==> src/clk_src_defs.svh <==
// Register offsets, field positions, reset values and timing constants.
`ifndef CLK_SRC_DEFS_SVH
`define CLK_SRC_DEFS_SVH
`define OFF_CTRL1      12'h000
`define OFF_DIV_OSC    12'h004
`define OFF_TRIM       12'h008
`define OFF_STATUS     12'h00c
`define OFF_IRQ_STAT   12'h010
`define OFF_IRQ_MASK   12'h014
`define OFF_DEBUG      12'h018
`define CTRL1_RST      8'h00
`define DIV_OSC_RST    8'h40
`define TRIM_RST       8'h80
`define DIVIDER_HI     7
`define DIVIDER_LO     6
`define RANGE_BIT      5
`define GAIN_BIT       4
`define LOW_POWER_BIT  3
`define REF_TYPE_BIT   2
`define EXT_ENABLE_BIT 1
`define EXT_STOP_BIT   0
`define SOURCE_HI      7
`define SOURCE_LO      6
`define INT_REF_BIT    2
`define FINE_BIT       0
`define STOP_BIT       1
`define DEBUG_ON_BIT   0
`define IRQ_OSC_BIT    0
`define IRQ_MODE_BIT   1
`define SYNC_CYCLES    4'h4
`define OSC_STARTUP    16'h1000
`endif

==> src/clk_src_pkg.sv <==
// Types shared by the clock source control block.
package clk_src_pkg;
  typedef enum logic [1:0] {
    MODE_LOOP = 2'b00,
    MODE_INT  = 2'b01,
    MODE_EXT  = 2'b10,
    MODE_RSV  = 2'b11
  } clk_mode_e;
endpackage

==> src/clock_source_ctrl_trim_status.sv <==
// Clock source divider, oscillator control, trim and status with AHB-Lite.
`include "clk_src_defs.svh"
module clock_source_ctrl_trim_status
  import clk_src_pkg::*;
#(
  parameter logic [15:0] OSC_STARTUP_CYC = `OSC_STARTUP
) (
  input  wire logic        hclk,          // Bus clock.
  input  wire logic        hresetn,       // Asynchronous reset, active low.
  input  wire logic        hsel,          // Slave select.
  input  wire logic [11:0] haddr,         // Byte address.
  input  wire logic [1:0]  htrans,        // Transfer type.
  input  wire logic        hwrite,        // Write when high.
  input  wire logic [2:0]  hsize,         // Transfer size.
  input  wire logic [31:0] hwdata,        // Write data.
  input  wire logic        hready,        // Bus ready.
  input  wire logic        osc_stable,    // Oscillator start-up pulse level.
  output logic [31:0]      hrdata,        // Read data.
  output logic             hreadyout,     // Slave ready.
  output logic             hresp,         // Always OKAY.
  output logic [1:0]       clk_sel,       // Selected source to divider.
  output logic [1:0]       bus_div,       // Divider code in effect.
  output logic [3:0]       div_ratio,     // Divide ratio 1,2,4,8.
  output logic             osc_range_hi,  // High frequency range.
  output logic             osc_high_gain, // High gain operation.
  output logic             osc_request,   // Crystal requested.
  output logic             ext_ref_on,    // External reference enabled.
  output logic             aux_external_reference_clock, // Aux clock gate.
  output logic             loop_enable,   // Frequency-locked loop on.
  output logic [8:0]       period_trim,   // Internal period control.
  output logic             irq            // Interrupt, active high.
);

  logic [7:0]  ctrl1_ff;
  logic [7:0]  bus_divider_osc_control_ff;
  logic [7:0]  reference_trim_ff;
  logic        fine_trim_bit_ff;
  logic        oscillator_ready_ff;
  logic [1:0]  clock_mode_status_ff;
  logic [1:0]  irq_stat_ff;
  logic [1:0]  irq_mask_ff;
  logic [1:0]  debug_ff;
  logic        prior_ext_ff;
  logic [3:0]  sync_cnt_ff;
  logic [1:0]  pend_mode_ff;
  logic [15:0] osc_cnt_ff;
  logic        wr_pend_ff;
  logic [11:0] wr_addr_ff;
  logic        rd_pend_ff;
  logic [11:0] rd_addr_ff;

  logic        addr_ok;
  logic        wr_go;
  logic [7:0]  wbyte;
  logic        wr_div;
  logic        wr_ctrl1;
  logic        osc_in_use;
  logic        ext_mode;
  logic        bypass;
  logic        stop_mode;
  logic        debug_active;
  logic        mode_event;
  logic        osc_event;
  logic [7:0]  status_byte;
  logic [7:0]  rd_val;
  logic [1:0]  nxt_mode;

  assign addr_ok  = hsel && hready && htrans[1];
  assign wr_go    = wr_pend_ff;
  assign wbyte    = hwdata[7:0];
  assign wr_div   = wr_go && (wr_addr_ff == `OFF_DIV_OSC);
  assign wr_ctrl1 = wr_go && (wr_addr_ff == `OFF_CTRL1);
  assign stop_mode = debug_ff[`STOP_BIT];
  assign debug_active = debug_ff[`DEBUG_ON_BIT];

  // Reserved source code behaves as loop output.
  always_comb begin
    case (ctrl1_ff[`SOURCE_HI:`SOURCE_LO])
      2'b01:   nxt_mode = MODE_INT;
      2'b10:   nxt_mode = MODE_EXT;
      default: nxt_mode = MODE_LOOP;
    endcase
  end

  assign ext_mode = (clock_mode_status_ff == MODE_EXT);
  assign bypass   = (clock_mode_status_ff != MODE_LOOP);
  assign osc_in_use = bus_divider_osc_control_ff[`REF_TYPE_BIT] &&
                      (bus_divider_osc_control_ff[`EXT_ENABLE_BIT] ||
                       ext_mode);
  assign status_byte = {4'h0, clock_mode_status_ff, oscillator_ready_ff,
                        fine_trim_bit_ff};
  assign mode_event = (sync_cnt_ff == 4'h1);
  assign osc_event  = osc_in_use && !oscillator_ready_ff &&
                      (osc_cnt_ff == OSC_STARTUP_CYC);

  // Bus address phase is captured; writes land in the data phase.
  always_ff @(posedge hclk or negedge hresetn) begin
    if (!hresetn) begin
      wr_pend_ff <= 1'b0;
      rd_pend_ff <= 1'b0;
      wr_addr_ff <= 12'h000;
      rd_addr_ff <= 12'h000;
    end else begin
      wr_pend_ff <= addr_ok && hwrite;
      rd_pend_ff <= addr_ok && !hwrite;
      wr_addr_ff <= haddr;
      rd_addr_ff <= haddr;
    end
  end

  always_comb begin
    case (rd_addr_ff)
      `OFF_CTRL1:    rd_val = ctrl1_ff;
      `OFF_DIV_OSC:  rd_val = bus_divider_osc_control_ff;
      `OFF_TRIM:     rd_val = reference_trim_ff;
      `OFF_STATUS:   rd_val = status_byte;
      `OFF_IRQ_STAT: rd_val = {6'h00, irq_stat_ff};
      `OFF_IRQ_MASK: rd_val = {6'h00, irq_mask_ff};
      `OFF_DEBUG:    rd_val = {6'h00, debug_ff};
      default:       rd_val = 8'h00;
    endcase
  end

  // Read data is registered so hrdata comes from a flop one cycle late.
  always_ff @(posedge hclk or negedge hresetn) begin
    if (!hresetn) begin
      hrdata    <= 32'h00000000;
      hreadyout <= 1'b1;
      hresp     <= 1'b0;
    end else begin
      hreadyout <= !(addr_ok && !hwrite);
      hresp     <= 1'b0;
      if (rd_pend_ff) begin
        hrdata <= {24'h000000, rd_val};
      end
    end
  end

  always_ff @(posedge hclk or negedge hresetn) begin
    if (!hresetn) begin
      ctrl1_ff                   <= `CTRL1_RST;
      bus_divider_osc_control_ff <= `DIV_OSC_RST;
      reference_trim_ff          <= `TRIM_RST;
      fine_trim_bit_ff           <= 1'b0;
      irq_mask_ff                <= 2'b00;
      debug_ff                   <= 2'b00;
    end else begin
      if (wr_ctrl1) begin
        ctrl1_ff <= wbyte;
      end
      if (wr_div) begin
        bus_divider_osc_control_ff <= wbyte;
      end
      if (wr_go && wr_addr_ff == `OFF_TRIM) begin
        reference_trim_ff <= wbyte;
      end
      if (wr_go && wr_addr_ff == `OFF_STATUS) begin
        fine_trim_bit_ff <= wbyte[`FINE_BIT];
      end
      if (wr_go && wr_addr_ff == `OFF_IRQ_MASK) begin
        irq_mask_ff <= wbyte[1:0];
      end
      if (wr_go && wr_addr_ff == `OFF_DEBUG) begin
        debug_ff <= wbyte[1:0];
      end
    end
  end

  // Status follows the source only after a synchronization delay.
  always_ff @(posedge hclk or negedge hresetn) begin
    if (!hresetn) begin
      sync_cnt_ff          <= 4'h0;
      pend_mode_ff         <= MODE_LOOP;
      clock_mode_status_ff <= MODE_LOOP;
      clk_sel              <= MODE_LOOP;
    end else begin
      if (wr_ctrl1) begin
        sync_cnt_ff <= `SYNC_CYCLES;
      end else if (sync_cnt_ff != 4'h0) begin
        sync_cnt_ff <= sync_cnt_ff - 4'h1;
      end
      pend_mode_ff <= nxt_mode;
      if (mode_event) begin
        clock_mode_status_ff <= pend_mode_ff;
        clk_sel              <= pend_mode_ff;
      end
    end
  end

  // Stop-mode reference retention remembers whether external was in use.
  always_ff @(posedge hclk or negedge hresetn) begin
    if (!hresetn) begin
      prior_ext_ff <= 1'b0;
    end else if (!stop_mode) begin
      prior_ext_ff <= ext_mode || (clock_mode_status_ff == MODE_LOOP &&
                      !ctrl1_ff[`INT_REF_BIT]);
    end
  end

  always_ff @(posedge hclk or negedge hresetn) begin
    if (!hresetn) begin
      osc_cnt_ff          <= 16'h0000;
      oscillator_ready_ff <= 1'b0;
    end else begin
      if (!osc_in_use || oscillator_ready_ff) begin
        osc_cnt_ff <= 16'h0000;
      end else if (osc_stable && osc_cnt_ff != OSC_STARTUP_CYC) begin
        osc_cnt_ff <= osc_cnt_ff + 16'h0001;
      end
      if (osc_event) begin
        oscillator_ready_ff <= 1'b1;
      end else if (wr_div && (!wbyte[`EXT_ENABLE_BIT] ||
                   !wbyte[`REF_TYPE_BIT])) begin
        oscillator_ready_ff <= 1'b0;
      end
    end
  end

  // Sticky events: a set in the same cycle as a clear wins.
  always_ff @(posedge hclk or negedge hresetn) begin
    if (!hresetn) begin
      irq_stat_ff <= 2'b00;
      irq         <= 1'b0;
    end else begin
      irq_stat_ff[`IRQ_OSC_BIT] <= osc_event ||
        (irq_stat_ff[`IRQ_OSC_BIT] &&
         !(wr_go && wr_addr_ff == `OFF_IRQ_STAT && wbyte[`IRQ_OSC_BIT]));
      irq_stat_ff[`IRQ_MODE_BIT] <= mode_event ||
        (irq_stat_ff[`IRQ_MODE_BIT] &&
         !(wr_go && wr_addr_ff == `OFF_IRQ_STAT && wbyte[`IRQ_MODE_BIT]));
      irq <= |(irq_stat_ff & irq_mask_ff);
    end
  end

  always_ff @(posedge hclk or negedge hresetn) begin
    if (!hresetn) begin
      bus_div       <= 2'b01;
      div_ratio     <= 4'h2;
      osc_range_hi  <= 1'b0;
      osc_high_gain <= 1'b0;
      osc_request   <= 1'b0;
      ext_ref_on    <= 1'b0;
      aux_external_reference_clock <= 1'b0;
      loop_enable   <= 1'b1;
      period_trim   <= 9'h100;
    end else begin
      bus_div   <= bus_divider_osc_control_ff[`DIVIDER_HI:`DIVIDER_LO];
      div_ratio <= 4'h1 <<
                   bus_divider_osc_control_ff[`DIVIDER_HI:`DIVIDER_LO];
      osc_range_hi  <= bus_divider_osc_control_ff[`RANGE_BIT];
      osc_high_gain <= bus_divider_osc_control_ff[`GAIN_BIT];
      osc_request   <= bus_divider_osc_control_ff[`REF_TYPE_BIT];
      if (stop_mode) begin
        ext_ref_on <= bus_divider_osc_control_ff[`EXT_STOP_BIT] &&
                      (bus_divider_osc_control_ff[`EXT_ENABLE_BIT] ||
                       prior_ext_ff);
        aux_external_reference_clock <=
          bus_divider_osc_control_ff[`EXT_STOP_BIT] &&
          bus_divider_osc_control_ff[`EXT_ENABLE_BIT];
        loop_enable <= 1'b0;
      end else begin
        ext_ref_on <= bus_divider_osc_control_ff[`EXT_ENABLE_BIT] ||
                      ext_mode || !ctrl1_ff[`INT_REF_BIT];
        aux_external_reference_clock <=
          bus_divider_osc_control_ff[`EXT_ENABLE_BIT];
        loop_enable <= !(bypass &&
                         bus_divider_osc_control_ff[`LOW_POWER_BIT] &&
                         !debug_active);
      end
      // Coarse trim weighted above the fine step; bigger means longer.
      period_trim <= {reference_trim_ff, fine_trim_bit_ff};
    end
  end

endmodule

==> config.mk <==
export PLATFORM = sky130hd
export DESIGN_NAME = clock_source_ctrl_trim_status
export DESIGN_NICKNAME = d
export VERILOG_FILES = /design/src/clk_src_pkg.sv /design/src/clock_source_ctrl_trim_status.sv
export VERILOG_INCLUDE_DIRS = /design/src /design/src/src
export SDC_FILE = /design/constraint.sdc
export NUM_CORES = 1
export LEC_CHECK = 0
export ABC_AREA = 1
export BUFFER_PORTS_ARGS = -buffer_cell sky130_fd_sc_hd__clkbuf_2
export CAP_MARGIN = 20
export CORE_ASPECT_RATIO = 1.25
export CORE_MARGIN = 2
export CORE_UTILIZATION = 25
export CTS_CLUSTER_SIZE = 16
export DETAILED_ROUTE_END_ITERATION = 7
export GPL_TIMING_DRIVEN = 0
export MAX_ROUTING_LAYER = met4
export PLACE_DENSITY = 0.41
export REMOVE_ABC_BUFFERS = 1
export SLEW_MARGIN = 20
export SYNTH_ARGS = -nofsm -noshare
export SYNTH_HDL_FRONTEND = slang
export SYNTH_SLANG_ARGS = --single-unit
==> constraint.sdc <==
create_clock -name hclk -period 3.65 [get_ports hclk]
set_input_delay 0.73 -clock hclk [delete_from_list [all_inputs] [get_ports hclk]]
set_output_delay 0.73 -clock hclk [all_outputs]
set_load 0.005 [all_outputs]
; Yosys cells after proc, flatten, opt, wreduce, memory -nomap -nowiden
; Index checks and enable logic that the tools add are counted.
[classes]
n_addsub = 2
eq_ne = 12
n_shift = 1
mux = 11
n_bitwise = 1
n_reduce_logical = 52
[op_table]
columns = op, n
row1 = 8-bit case mux with 7 select lines, 1
row2 = 12-bit by 5-bit == test with 1-bit output (second input constant), 3
row3 = 16-bit two-way mux, 2
row4 = 1-bit logical AND, 25
row5 = 12-bit by 4-bit == test with 1-bit output (second input constant), 2
row6 = 16-bit by 1-bit adder with 16-bit output (second input constant), 1
row7 = 16-bit by 13-bit == test with 1-bit output (second input constant), 1
row8 = 16-bit by 13-bit != test with 1-bit output (second input constant), 1
row9 = 12-bit by 3-bit == test with 1-bit output (second input constant), 1
row10 = 12-bit zero test, 1
row11 = 1-bit zero test, 11
row12 = 1-bit logical OR, 8
row13 = 4-bit two-way mux, 2
row14 = 2-bit nonzero test, 4
row15 = 1-bit two-way mux, 5
row16 = 2-bit == test (second input constant), 2
row17 = 4-bit by 1-bit == test with 1-bit output (second input constant), 1
row18 = 2-bit case mux with 2 select lines, 1
row19 = 4-bit nonzero test, 1
row20 = 1-bit by 2-bit << shifter with 4-bit output (first input constant), 1
row21 = 4-bit by 1-bit subtractor with 4-bit output (second input constant), 1
row22 = 2-bit bitwise AND, 1
row23 = 2-bit by 1-bit == test with 1-bit output (second input constant), 1
row24 = 2-bit zero test, 1
row25 = 2-bit OR reduction, 1
[word_totals]
reg_bits = 102
word_cells = 107

; Logic depth before layout (Yosys ltp)
[depth]
ltp_word = 6
depth_mapped = 11
depth_no_buf = 10

; Worst setup path before layout
; Ideal clock, no wire load.
[synth_timing]
path_type = flip-flop to flip-flop
startpoint = register osc_cnt_ff[0]
endpoint = register osc_cnt_ff[10]
t_arrival_ns = 1.339
required_ns = 3.529
path_slack_ns = 2.190
path_stages_with_launch = 11
path_buffers = 1
synth_period_minus_slack_ns = 1.460
cell_sequence = dfrtp_1 > inv_1 > ha_1 > nand3_1 > nor3_1 > nand2_1 > nand2_2 > nand2_4 > inv_4 > buf_6 > o21ai_1
[synth_via]
elab_chain_cells = 3
elab_cells_between_ends = 6
cone_classes = add/sub (1) / eq/ne (1) / mux (2) / reduce/logical (2)
[synth_rtl]
columns = element, line_no
row1 = from (decl), clock_source_ctrl_trim_status.sv:46  ; logic [15:0] osc_cnt_ff;
row2 = from (signal assigned), clock_source_ctrl_trim_status.sv:208  ; osc_cnt_ff <= osc_cnt_ff + 16'h0001;
row3 = 16-bit by 1-bit adder with 16-bit output or 16-bit by 13-bit != test with 1-bit output (tied branches), "clock_source_ctrl_trim_status.sv:208, clock_source_ctrl_trim_status.sv:207"
row4 = 16-bit two-way mux or 1-bit logical AND (tied branches), clock_source_ctrl_trim_status.sv:207  ; end else if (osc_stable && osc_cnt_ff != OSC_STARTUP_CYC) begin
row5 = 16-bit two-way mux or 2-bit nonzero test (tied branches), n/a
; Parallel ways exist; a longest one is shown, timed or not. The select of a mux whose other input is x is not followed.
; A chain may end at the register's enable or synchronous reset.

==> impl_metrics.json <==
{
  "min_period_ps": 1950,
  "dpl.hpwl_mm": 8.62,
  "cts_made_buffers": 9,
  "post-route-period-util": 0.533,
  "die_area_sq_um": 20100,
  "fill_cells": 1991,
  "yosysWarningCount": 0,
  "met2_usage": 0.214,
  "clkSinkCount": 102,
  "num_io_pins": 113,
  "cts_tree": "done",
  "hold_viol_final": 0,
  "postCtsHoldBufs": 0,
  "min_path_type": "in -> async",
  "rsz0062_at_grt": "no",
  "grt_pass1_wl_mm": 18.7,
  "clock_skew_ps": 8.38,
  "drc": 0,
  "synth-seq-cells": 102,
  "cp_max_fo": 16,
  "via_count": 3619,
  "place_area_sq_um": 5200,
  "busiest_layer": "met2",
  "relSlewSlack": 0.507,
  "power.leakage_nw": 2.75,
  "antenna_found_initial": 0,
  "routed_via_density": 4.30,
  "dr.first_iter.drc_count": 189,
  "multi_input_area_sq_um": 1760,
  "required_ps": 3880,
  "rows": 56,
  "drive_gt1_frac": 0.169,
  "antenna_left": 0,
  "coreArea_sq_um": 18700,
  "drv_slew": 0,
  "cts_max_path_buffers": 2,
  "postCtsSetupRepairBufs": 0,
  "use_met3": 0.0223,
  "syn_avg_cell_area_sq_um": 8.73,
  "cts_resized": 0,
  "maxCapViolCount": 0,
  "setup_viol": 0,
  "tightest_slew_ps": 735,
  "fmax_mhz": 514,
  "place_congestion": 0.849,
  "final_core_util": 0.297,
  "power_mw": 2.52,
  "die_x_microns": 127,
  "dr.pass1.iters": 4,
  "port_buffers": 59,
  "grt_pass1_vias": 3609,
  "met1_usage": 0.144,
  "initial_utilization": 0.254,
  "syn-cell-area_sq_um": 4750,
  "grt_max_degree": 65,
  "die_y_microns": 158,
  "worst-endpoint-arrival_ps": 2180,
  "final_cell_area_sq_um": 5550,
  "finalNetCount": 665,
  "status": "finished clean",
  "register_area_sq_um": 2560,
  "path_class": "reg -> reg",
  "diodes": 0,
  "clk_latency_ps": 340,
  "area_growth_pct": 16.9,
  "ctsHtreeMaxLevel": 3,
  "synthCells": 544,
  "wl_per_cell_microns": 13.4,
  "startpoint_type": "flip-flop",
  "powerDensity_nw_per_um2": 455,
  "cts-root-buf": "clkbuf_16",
  "synth_cell_type_count": 37,
  "peakVddDrop_v": 0.000216,
  "synth_seq_area_share": 0.540,
  "grt_overflow": 0,
  "end_kind": "flip-flop",
  "setup_tns_ps": 0,
  "path_clk_slew_ps": 70,
  "track_usage": 0.122,
  "drt_wl_total_mm": 11.3
}
-- critical path: stages, from the launching register on --
cell and delay (ps):
dfrtp_1 380, nor2_1 180, nand2_2 140, nor2_4 320, nand2_1 190, nor2_4 350, nand2_1 130, nand3_1 110
nand2_1 50
-- per-stage QoR --
stage / hold WS (ps) / std cells / setup WS, ps
2_1_floorplan: 354 / 534 / 2090
3_3_place_gp: 362 / 825 / 475
3_5_place_dp: 366 / 826 / 1710
4_1_cts: 304 / 842 / 1700
5_1_grt: 315 / 842 / 1510
6_report: 308 / 842 / 1700
-- cells in the final DEF, fill, tap and decap left out, types with 9 or more instances in the layout --
cell / synthesis / layout
conb_1: 1 / 25
clkbuf_16: 0 / 9
nand2_1: 133 / 133
nand3_1: 51 / 51
nor2_1: 48 / 48
clkbuf_2: 0 / 58
dfrtp_1: 95 / 95
o21ai_0: 35 / 35
o21ai_1: 9 / 9
inv_1: 62 / 62
-- worst paths after layout --
| path | start | end | slack, ps | depth (start not counted) |
|---|---|---|---|---|
| setup / recovery | rd_addr_ff[7]$_DFF_PN0_ | oscillator_ready_ff$_DFFE_PN0P_ | 1700 | 8 |
| hold / removal | hresetn | period_trim[2]$_DFF_PN0_ | 310 | 1 |
| setup reg to reg | rd_addr_ff[7]$_DFF_PN0_ | oscillator_ready_ff$_DFFE_PN0P_ | 1700 | 8 |
| hold reg to reg | reference_trim_ff[7]$_DFFE_PN1P_ | period_trim[8]$_DFF_PN1_ | 370 | 0 |
| max in group asynchronous | hresetn | reference_trim_ff[7]$_DFFE_PN1P_ | 2680 | 2 |
| min in group hclk | reference_trim_ff[7]$_DFFE_PN1P_ | period_trim[8]$_DFF_PN1_ | 370 | 0 |
-- synth_stat cells --
cell type / instances / area, sq um
nor2_4: 3 / 33.8
nor4_2: 2 / 25.0
xor2_1: 6 / 52.6
dfstp_2: 7 / 184
buf_4: 26 / 195
nor2_1: 48 / 180
a211oi_1: 1 / 7.51
nor2_2: 1 / 6.26
o21ai_1: 9 / 45.0
o21ai_0: 35 / 175
o21ai_2: 2 / 17.5
inv_2: 4 / 15.0
clkbuf_1: 2 / 7.51
o211ai_1: 4 / 30.0
nand2_4: 3 / 33.8
buf_2: 2 / 10.0
buf_6: 4 / 45.0
o21a_1: 5 / 37.5
o31ai_1: 1 / 7.51
ha_1: 5 / 62.6
nand4_1: 7 / 43.8
nor3_1: 8 / 40.0
nand2_1: 133 / 499
mux2_2: 1 / 11.3
nand3_1: 51 / 255
dfrtp_1: 95 / 2380
a21oi_1: 4 / 20.0
inv_1: 62 / 233
xnor2_1: 1 / 8.76
nor2_8: 1 / 20.0
nand2_2: 3 / 18.8
nor4_1: 3 / 18.8
a31oi_1: 1 / 6.26
a21boi_0: 1 / 7.51
conb_1: 1 / 3.75
inv_4: 1 / 6.26
o22ai_1: 1 / 6.26
-- layer usage --
metal,part of all wire,vias up
li1,-,1808
met1,0.44,1729
met2,0.52,76
met3,0.035,6
met4,0.0065,0
met5,0,-
-- where the power goes --
group / total, mW / internal, mW / switching, mW / leakage, nW
sequential: 1.20 / 1.17 / 0.0292 / 1.18
combinational: 0.213 / 0.0741 / 0.138 / 1.41
clock: 1.11 / 0.678 / 0.433 / 0.165
-- cell type report --
type                    count  area share
clock buffers              10      0.0413
clock inverters             6      0.0212
inverters                  67      0.0458
multi-input cells         365       0.318
flip-flops and latches    102       0.462
well taps                 232      0.0523
repair buffers             60      0.0598
-- state kept, by name, indices dropped and copies added (netlist names), 2 cells and up --
register,count
osc_cnt_ff,16
rd_addr_ff,12
period_trim,9
bus_divider_osc_control_ff,8
ctrl1_ff,8
hrdata,8
reference_trim_ff,8
div_ratio,4
sync_cnt_ff,4
bus_div,2
clock_mode_status_ff,2
debug_ff,2
irq_mask_ff,2
irq_stat_ff,2
pend_mode_ff,2
-- cells by family (layout without fill, tap and decap cells) --
kind of cell | count (synthesis) | after routing | synth area share
adders and majority gates | 5 | 5 | 0.0132
xor gates and xnor gates | 7 | 7 | 0.0129
buffers and inverters | 101 | 143 | 0.108
muxes | 1 | 1 | 0.00237
other | 1 | 25 | 0.000790
and+or+nand+nor | 263 | 263 | 0.247
DFF | 102 | 102 | 0.540
AOI/OAI and AO/OA | 64 | 64 | 0.0759
Note: power is estimated with default switching activity, not from simulation.
